`config.mk`:
```
export PLATFORM = sky130hd
export DESIGN_NAME = rtcc_core
export DESIGN_NICKNAME = d
export VERILOG_FILES = /design/src/rtcc_sync.v /design/src/rtcc_bcd.v /design/src/rtcc_core.v
export VERILOG_INCLUDE_DIRS = /design/src
export SDC_FILE = /design/constraint.sdc
export NUM_CORES = 1
export LEC_CHECK = 0
export ABC_CLOCK_PERIOD_IN_PS = 6900
export BUFFER_PORTS_ARGS = -buffer_cell sky130_fd_sc_hd__buf_2
export CAP_MARGIN = 40
export CORE_MARGIN = 2
export CORE_UTILIZATION = 45
export CTS_CLUSTER_DIAMETER = 120
export DETAILED_ROUTE_END_ITERATION = 10
export HOLD_SLACK_MARGIN = 0.1
export SETUP_SLACK_MARGIN = 0.05
export SYNTH_ARGS = -nofsm -noshare
export SYNTH_HDL_FRONTEND = slang
export SYNTH_SLANG_ARGS = --single-unit
```
`constraint.sdc`:
```
create_clock -name ref_clk_i -period 6.9 [get_ports ref_clk_i]
set_clock_uncertainty 0.2 [all_clocks]
set_input_delay 0.345 -clock ref_clk_i [delete_from_list [all_inputs] [get_ports ref_clk_i]]
set_output_delay 0.345 -clock ref_clk_i [all_outputs]
set_load 0.05 [all_outputs]
```
`src/rtcc_defs.vh`:
```
// Register offsets, field positions and constants for the calendar/alarm block
`ifndef RTCC_DEFS_VH
`define RTCC_DEFS_VH
`define RTCC_A_SEC 8'h00
`define RTCC_A_MIN 8'h01
`define RTCC_A_HOUR 8'h02
`define RTCC_A_DAY 8'h03
`define RTCC_A_MON 8'h04
`define RTCC_A_YEAR 8'h05
`define RTCC_A_WEEK 8'h06
`define RTCC_A_ASEC 8'h08
`define RTCC_A_AMIN 8'h09
`define RTCC_A_AHOUR 8'h0a
`define RTCC_A_ADAY 8'h0b
`define RTCC_A_AMON 8'h0c
`define RTCC_A_AYEAR 8'h0d
`define RTCC_A_CTRL 8'h10
`define RTCC_A_STAT 8'h11
`define RTCC_A_INTR 8'h12
`define RTCC_A_CMPL 8'h13
`define RTCC_A_CMPM 8'h14
`define RTCC_MASK_SEC 8'h7f
`define RTCC_MASK_HOUR 8'hbf
`define RTCC_MASK_DAY 8'h3f
`define RTCC_MASK_MON 8'h1f
`define RTCC_MASK_WEEK 8'h07
`define RTCC_MASK_INTR 8'h1f
`define RTCC_RST_ONE 8'h01
`define RTCC_RST_STAT 8'h80
`define RTCC_C_RSEL 7
`define RTCC_C_SNAP 6
`define RTCC_C_LOAD 5
`define RTCC_C_TEST 4
`define RTCC_C_H12 3
`define RTCC_C_AUTO 2
`define RTCC_C_ROUND 1
`define RTCC_C_RUN 0
`define RTCC_S_PWR 7
`define RTCC_S_ALARM 6
`define RTCC_S_RUN 1
`define RTCC_I_ALARM 3
`define RTCC_SUB_LAST 15'h7fff
`define RTCC_WEEK_LAST 3'h6
`define RTCC_HOUR_SECS 12'he0f
`endif

```
`src/rtcc_sync.v`:
```
// Two-flop synchroniser with rising-edge detect on the synchronised level
`timescale 1ns/100ps
module rtcc_sync (
    input wire ref_clk_i,
    input wire rstn_i,
    input wire async_i,
    output wire level_o,
    output wire rise_o
);
    reg meta;
    reg sync;
    reg prev;
    always @(posedge ref_clk_i) begin
        if (!rstn_i) begin
            meta <= 1'b0;
            sync <= 1'b0;
            prev <= 1'b0;
        end else begin
            meta <= async_i;
            sync <= meta;
            prev <= sync;
        end
    end
    assign level_o = sync;
    assign rise_o = sync & ~prev;
endmodule // rtcc_sync

```
`src/rtcc_bcd.v`:
```
// One BCD digit pair incrementer with wrap value and carry out
`timescale 1ns/100ps
module rtcc_bcd (
    input wire [7:0] val_i,
    input wire [7:0] first_i,
    input wire [7:0] last_i,
    output reg [7:0] next_o,
    output wire wrap_o
);
    assign wrap_o = (val_i == last_i);
    always @* begin
        if (val_i == last_i) begin
            next_o = first_i;
        end else if (val_i[3:0] == 4'h9) begin
            next_o = {val_i[7:4] + 4'h1, 4'h0};
        end else begin
            next_o = val_i + 8'h01;
        end
    end
endmodule // rtcc_bcd

```
`src/rtcc_core.v`:
```
// Calendar, alarm and clock control register block on a 32 kHz tick
`timescale 1ns/100ps
`include "rtcc_defs.vh"
module rtcc_core (
    input wire ref_clk_i,
    input wire rstn_i,
    input wire clk32k_i,
    input wire wr_i,
    input wire rd_i,
    input wire [7:0] addr_i,
    input wire [7:0] wdata_i,
    output reg [7:0] rdata_o,
    output wire alarm_irq_n_o
);
    // Time index 0..6 = sec,min,hour,day,month,year,week
    reg [7:0] live [0:6];
    reg [7:0] shadow [0:6];
    reg [7:0] alarm [0:5];
    reg [7:0] ctrl;
    reg [7:0] intr;
    reg [15:0] comp;
    reg [14:0] sub;
    reg [11:0] hour_secs;
    reg alarm_flag;
    reg pwr_flag;
    reg run_state;
    reg snap_armed;
    // Step strobe one cycle late, so the alarm compare sees the new time
    reg sec_done;
    wire tick;
    wire [7:0] stat;
    wire sec_update;
    rtcc_sync u_tick (
        .ref_clk_i(ref_clk_i),
        .rstn_i(rstn_i),
        .async_i(clk32k_i),
        .level_o(),
        .rise_o(tick)
    );

    // Masks of readable bits per time slot
    function [7:0] tmask;
        input [2:0] idx;
        begin
            case (idx)
                3'd0: tmask = `RTCC_MASK_SEC;
                3'd1: tmask = `RTCC_MASK_SEC;
                3'd2: tmask = `RTCC_MASK_HOUR;
                3'd3: tmask = `RTCC_MASK_DAY;
                3'd4: tmask = `RTCC_MASK_MON;
                3'd5: tmask = 8'hff;
                default: tmask = `RTCC_MASK_WEEK;
            endcase
        end
    endfunction

    // Last day of a month, leap year when year divisible by four
    reg [7:0] mlast;
    wire leap = ((live[5][4] == 1'b0) && (live[5][1:0] == 2'b00) && (live[5][3:0] != 4'h2)
        && (live[5][3:0] != 4'h6)) || ((live[5][4] == 1'b1) && ((live[5][3:0] == 4'h2)
        || (live[5][3:0] == 4'h6)));
    always @* begin
        case (live[4])
            8'h02: mlast = leap ? 8'h29 : 8'h28;
            8'h04, 8'h06, 8'h09, 8'h11: mlast = 8'h30;
            default: mlast = 8'h31;
        endcase
    end

    wire h12 = ctrl[`RTCC_C_H12];
    wire [7:0] hour_v = {1'b0, 1'b0, live[2][5:0]};
    wire [7:0] hour_first = h12 ? 8'h01 : 8'h00;
    wire [7:0] hour_last = h12 ? 8'h12 : 8'h23;
    wire [7:0] n_sec, n_min, n_hour, n_day, n_mon, n_year;
    wire w_sec, w_min, w_hour, w_day, w_mon;
    rtcc_bcd u_sec (.val_i(live[0]), .first_i(8'h00), .last_i(8'h59),
        .next_o(n_sec), .wrap_o(w_sec));
    rtcc_bcd u_min (.val_i(live[1]), .first_i(8'h00), .last_i(8'h59),
        .next_o(n_min), .wrap_o(w_min));
    rtcc_bcd u_hour (.val_i(hour_v), .first_i(hour_first), .last_i(hour_last),
        .next_o(n_hour), .wrap_o(w_hour));
    rtcc_bcd u_day (.val_i(live[3]), .first_i(8'h01), .last_i(mlast),
        .next_o(n_day), .wrap_o(w_day));
    rtcc_bcd u_mon (.val_i(live[4]), .first_i(8'h01), .last_i(8'h12),
        .next_o(n_mon), .wrap_o(w_mon));
    rtcc_bcd u_year (.val_i(live[5]), .first_i(8'h00), .last_i(8'h99),
        .next_o(n_year), .wrap_o());

    // 12h: 11 -> 12 flips PM; 12 wraps to 01 within the same half
    wire pm = live[2][7];
    wire pm_flip = h12 && (hour_v == 8'h11);
    wire day_carry = h12 ? (pm && (hour_v == 8'h11)) : w_hour;
    wire run_live = run_state;
    assign sec_update = run_live && tick && (sub == `RTCC_SUB_LAST);

    // Per-slot alarm compare; the PM flag rides in bit 7 of the hour slot
    wire [5:0] field_eq;
    genvar g;
    generate
        for (g = 0; g < 6; g = g + 1) begin : g_match
            assign field_eq[g] = (alarm[g] == live[g]);
        end
    endgenerate

    // Write side of control
    wire wr_ctrl = wr_i && (addr_i == `RTCC_A_CTRL);
    wire round_go = ctrl[`RTCC_C_ROUND];
    wire round_up = round_go && (live[0][6:4] >= 3'h3);
    wire comp_now = run_live && tick && (sub == `RTCC_SUB_LAST) && ctrl[`RTCC_C_AUTO] &&
        (ctrl[`RTCC_C_TEST] || (hour_secs == `RTCC_HOUR_SECS));

    // 24h <-> 12h conversion of the live hour on a mode change
    reg [7:0] conv_hour;
    always @* begin
        conv_hour = live[2];
        if (wdata_i[`RTCC_C_H12] && !h12) begin
            if (live[2] == 8'h00) conv_hour = 8'h12;
            else if (live[2] == 8'h12) conv_hour = 8'h92;
            else if (live[2] > 8'h12) begin
                // 13..19 lose twelve in the units digit; 20..23 need a table
                case (live[2])
                    8'h20: conv_hour = 8'h88;
                    8'h21: conv_hour = 8'h89;
                    8'h22: conv_hour = 8'h90;
                    8'h23: conv_hour = 8'h91;
                    default: conv_hour = {1'b1, 1'b0, 2'b00, live[2][3:0] - 4'h2};
                endcase
            end
        end else if (!wdata_i[`RTCC_C_H12] && h12) begin
            if (live[2] == 8'h12) conv_hour = 8'h00;
            else if (live[2] == 8'h92) conv_hour = 8'h12;
            else if (pm) begin
                // 8 and 9 PM carry into the tens digit, so plain BCD add fails
                case (live[2][5:0])
                    6'h08: conv_hour = 8'h20;
                    6'h09: conv_hour = 8'h21;
                    default: conv_hour = {2'b00, live[2][5:0] + 6'h12};
                endcase
            end
            else conv_hour = {2'b00, live[2][5:0]};
        end
    end

    integer i;
    always @(posedge ref_clk_i) begin
        if (!rstn_i) begin
            for (i = 0; i < 7; i = i + 1) begin
                live[i] <= ((i == 3) || (i == 4)) ? `RTCC_RST_ONE : 8'h00;
                shadow[i] <= 8'h00;
            end
            for (i = 0; i < 6; i = i + 1) begin
                alarm[i] <= ((i == 3) || (i == 4)) ? `RTCC_RST_ONE : 8'h00;
            end
            ctrl <= 8'h00;
            intr <= 8'h00;
            comp <= 16'h0000;
            sub <= 15'h0000;
            hour_secs <= 12'h000;
            alarm_flag <= 1'b0;
            pwr_flag <= 1'b1;
            run_state <= 1'b0;
            snap_armed <= 1'b1;
            sec_done <= 1'b0;
        end else begin
            // Run state changes only on a 32 kHz edge, so status lags control
            if (tick) begin
                run_state <= ctrl[`RTCC_C_RUN];
            end
            if (tick && run_live) begin
                sub <= sub + 15'h0001;
                if (comp_now) begin
                    sub <= comp[14:0];
                end
            end
            sec_done <= sec_update;
            // A round-up steps the same chain, so minute 59 still carries
            if (sec_update || round_up) begin
                // Only real seconds count toward the hourly compensation
                if (sec_update) begin
                    hour_secs <= (hour_secs == `RTCC_HOUR_SECS) ? 12'h000 :
                        hour_secs + 12'h001;
                end
                live[0] <= n_sec;
                if (w_sec || round_up) begin
                    live[1] <= n_min;
                    if (w_min) begin
                        live[2] <= {pm ^ pm_flip, 1'b0, n_hour[5:0]};
                        if (day_carry) begin
                            live[6] <= (live[6] == `RTCC_WEEK_LAST) ? 8'h00 :
                                live[6] + 8'h01;
                            live[3] <= n_day;
                            if (w_day) begin
                                live[4] <= n_mon;
                                if (w_mon) begin
                                    live[5] <= n_year;
                                end
                            end
                        end
                    end
                end
            end

            // Match once all fields hold their new value; set wins over host clear
            if (sec_done && intr[`RTCC_I_ALARM] && (&field_eq)) begin
                alarm_flag <= 1'b1;
            end else if (wr_i && (addr_i == `RTCC_A_STAT) && wdata_i[`RTCC_S_ALARM]) begin
                alarm_flag <= 1'b0;
            end
            if (wr_i && (addr_i == `RTCC_A_STAT) && wdata_i[`RTCC_S_PWR]) begin
                pwr_flag <= 1'b0;
            end

            // Rounding restarts the sub-second count so the new minute is whole
            if (round_go) begin
                live[0] <= 8'h00;
                sub <= 15'h0000;
                ctrl[`RTCC_C_ROUND] <= 1'b0;
            end
            if (wr_i && (addr_i <= `RTCC_A_WEEK)) begin
                live[addr_i[2:0]] <= wdata_i & tmask(addr_i[2:0]) &
                    ((addr_i == `RTCC_A_HOUR) && !h12 ? 8'h7f : 8'hff);
            end
            if (wr_i && (addr_i >= `RTCC_A_ASEC) && (addr_i <= `RTCC_A_AYEAR)) begin
                alarm[addr_i[2:0]] <= wdata_i & tmask(addr_i[2:0]) &
                    ((addr_i == `RTCC_A_AHOUR) && !h12 ? 8'h7f : 8'hff);
            end
            if (wr_i && (addr_i == `RTCC_A_INTR)) begin
                intr <= wdata_i & `RTCC_MASK_INTR;
            end
            if (wr_i && (addr_i == `RTCC_A_CMPL)) begin
                comp[7:0] <= wdata_i;
            end
            if (wr_i && (addr_i == `RTCC_A_CMPM)) begin
                comp[15:8] <= wdata_i;
            end
            if (wr_ctrl) begin
                ctrl <= {wdata_i[7:2], wdata_i[`RTCC_C_ROUND] | ctrl[`RTCC_C_ROUND],
                    wdata_i[0]};
                if (wdata_i[`RTCC_C_H12] != h12) begin
                    live[2] <= conv_hour;
                end
                snap_armed <= ~wdata_i[`RTCC_C_SNAP];
                if (wdata_i[`RTCC_C_SNAP] && snap_armed) begin
                    for (i = 0; i < 7; i = i + 1) begin
                        shadow[i] <= live[i];
                    end
                end
                if (wdata_i[`RTCC_C_LOAD]) begin
                    sub <= comp[14:0];
                end
            end
        end
    end

    assign stat = {pwr_flag, alarm_flag, 4'h0, run_state, 1'b0};
    assign alarm_irq_n_o = ~alarm_flag;

    always @(posedge ref_clk_i) begin
        if (!rstn_i) begin
            rdata_o <= 8'h00;
        end else if (rd_i) begin
            if (addr_i <= `RTCC_A_WEEK) begin
                rdata_o <= ctrl[`RTCC_C_RSEL] ? shadow[addr_i[2:0]] :
                    live[addr_i[2:0]];
            end else if ((addr_i >= `RTCC_A_ASEC) && (addr_i <= `RTCC_A_AYEAR)) begin
                rdata_o <= alarm[addr_i[2:0]];
            end else begin
                case (addr_i)
                    `RTCC_A_CTRL: rdata_o <= ctrl;
                    `RTCC_A_STAT: rdata_o <= stat;
                    `RTCC_A_INTR: rdata_o <= intr;
                    `RTCC_A_CMPL: rdata_o <= comp[7:0];
                    `RTCC_A_CMPM: rdata_o <= comp[15:8];
                    default: rdata_o <= 8'h00;
                endcase
            end
        end
    end
endmodule // rtcc_core

```
==> reports/summary.txt <==
run status: finished clean
R2R cell count: 8
postcts setup bufs: 0
Peak VDD IR: 0.179 mV
r2r endpoint: live[5][3]
Clk pwr share: 41.6%
Tcrit/Tclk final: 55.7%
Slew Limit Fails: 0
area of the die: 32500 um^2
worst hold slack: 140 ps
Final Hold Vio Count: 0
first-pass GRT wire length: 70.0 mm
Gate Count Post-Synth: 1404
clock-pin transition on the worst setup and hold timing paths: 60 ps
synth warn: 0
Worst setup endpoint: live[5][3]
Net Sw Frac: 25.9%
grt ovf: 0
leading area contributor after synthesis: edfxtp_1
Area Overhead vs Synth: 10.3%
top_reg_cell synth: edfxtp_1
H-tree Lvls: 1
DRC Markers: 0
reg2reg start: live[4][4]
worst-margin pin slew: 974 ps
Num CTS Buffers: 27
leak pwr: 5.34 nW
I/O Buffers: 29
Req. time, crit path: 6880 ps
min cycle time layout: 3850 ps
Comb pwr share: 9.1%
core area: 30600 um^2
ys async rst share: 0%
Sw Pwr: 0.871 mW
CTS max path bufs: 3
io pins: 30
Int Power: 2.49 mW
initial core utilization: 45.8%
Flop pwr share: 49.3%
vias in the first global route: 10.9k
NumNets Final: 1466
clock root cell: clkbuf_16
share of cells above drive strength 1: 10.6%
Syn Area/Cell: 9.97 um^2
reg2reg setup slack: 3050 ps
HPWL after DPL: 33.9 mm
DRT iter0 DRCs: 1467
CP startpoint: live[4][4]
worst path arrival time: 3820 ps
largest net degree at the start of global routing: 49
Die W: 180 um
Post-synth EDFFs: 168
Rel. slew slack: 33.4%
Antenna diodes: 0
kind of critical path: reg2reg
count leader, synth: edfxtp_1
total track usage: 28.2%
FMAX: 260 MHz
Via density: 6.32
unrepaired setup endpoints after global routing: no
Max FO, Critical Path: 10
Synth area leaders: edfxtp_1 36%, dfxtp_1 10%, mux4_2 6.0%
routability cong.: 0.959
Seq/Total Area, Yosys: 46.3%
wire per inst: 25.4 um
Netlist Area Pre-Place: 14000 um^2
top cell type's share of synthesized area: 36.0%
startpoint types: register
die height: 180 um
Post-synth top cells: 168 x edfxtp_1, 156 x nand2_1, 98 x nor2_1
initial antenna violation count: 0
Hold Path Class: in2reg
Rows: 64
Final setup viols: 0
post-route ant nets: 0
# Max-Cap Violations: 0
CTS tree: built
total vias in the final route: 11.6k
#FFs+latches synth: 240
Routed WL: 46.6 mm
worst skew pair latency: 560 ps
first drt pass iteration count: 6
Power Dens Cells: 218 nW/um^2
Synth cell types: 86
setup TNS: 0 ps
Layout Utilization: 50.5%
Sink Count: 240
critical path endpoint category: register
==> placed cells by master (no fill, tap or decap), types with 9 or more instances in the layout <==
master | Yosys | routed
clkbuf_16 | 0 | 28
edfxtp_1 | 168 | 168
nor4_1 | 20 | 18
mux4_2 | 37 | 37
buf_4 | 1 | 14
dfxtp_1 | 72 | 72
xor2_1 | 33 | 33
nand3b_1 | 9 | 9
mux2i_1 | 26 | 26
nor2_1 | 98 | 98
and2_1 | 48 | 48
nand4_1 | 20 | 20
inv_1 | 49 | 49
nand3_1 | 55 | 55
conb_1 | 1 | 17
ha_1 | 28 | 28
xnor2_1 | 63 | 63
dlygate4sd3_1 | 0 | 12
a21oi_1 | 72 | 72
buf_2 | 15 | 29
nand2b_1 | 23 | 23
nand2_1 | 156 | 155
o32ai_1 | 10 | 10
nor3_1 | 49 | 49
o22ai_1 | 31 | 31
o21ai_0 | 80 | 80
and3_1 | 14 | 14
a22oi_1 | 10 | 10
nor2b_1 | 11 | 11
==> stage by stage <==
step	std cells	worst slack (ps)	power, mW	instance area, um^2
after floorplan	1420	3380	1.85	14100
after global placement	1768	2840	1.97	14400
after detailed placement	1772	3000	1.98	14500
after CTS	1833	3080	3.37	15500
after global routing	1833	2770	3.45	15500
final	1833	3050	3.36	15500
==> power by group through the flow <==
stage | clock, mW | combinational, mW | sequential [mW]
5_1_grt | 1.47 | 0.323 | 1.66
6_report | 1.40 | 0.306 | 1.66
3_3_place_gp | 0 | 0.288 | 1.68
2_1_floorplan | 0 | 0.205 | 1.65
3_5_place_dp | 0 | 0.292 | 1.68
4_1_cts | 1.41 | 0.298 | 1.65
==> flip-flops by register name, indices dropped and copies added (netlist names), 5 cells and up <==
| signal | cells |
|---|---|
| intr | 5 |
| alarm | 48 |
| hour_secs | 12 |
| live | 64 |
| comp | 16 |
| rdata_o | 8 |
| shadow | 56 |
| sub | 15 |
| ctrl | 8 |
==> metal layers <==
metal	up-vias	global-route usage, %	part of all wire [%]
met4	0	10.1	4.0
li1	5180	-	-
met2	672	42.7	44
met3	99	4.67	10
met1	5637	40.9	41
met5	-	0	0
==> worst min path at each step <==
stage	slack [ps]	start	endpoint	cells after the start
6_report	140	addr_i[6]	ctrl[5]	4
4_1_cts	100	addr_i[4]	ctrl[1]	3
3_5_place_dp	230	u_tick.meta	u_tick.level_o	1
5_1_grt	130	addr_i[4]	ctrl[1]	3
3_3_place_gp	230	u_tick.meta	u_tick.level_o	1
2_1_floorplan	210	u_tick.meta	u_tick.level_o	1
==> worst max-delay path, cell delays in order (launching register included) <==
cell	delay (ps)
edfxtp_1	520
inv_1	170
ha_1	250
nand2_1	80
a2111oi_0	660
o211ai_1	240
a21oi_2	500
nand2_2	200
o21bai_1	660
==> layout make-up <==
class | instances | area (um^2)
Sequential cell | 240 | 6490
Multi-Input combinational cell | 1041 | 7020
Inverter | 50 | 188
Timing Repair Buffer | 57 | 418
Fill cell | 2814 | 15100
Clock inverter | 15 | 113
Tap cell | 396 | 495
Clock buffer | 34 | 734
==> kinds of logic after synthesis <==
logic type                 synth area share (%)
AOI/OAI and AO/OA                          13.1
xor gates and xnor gates                   6.00
adders and majority gates                  2.50
buffers and inverters                      4.10
DFF                                        46.3
muxes                                      8.21
other                                    0.0268
and+or+nand+nor                            19.8
==> timing repair <==
item	CTS	global route
endpoints found under the setup margin	0	0
endpoints found under the hold margin	50	0
hold buffers	12	0
resized for setup	0	0
Note: power is estimated with default switching activity, not from simulation.
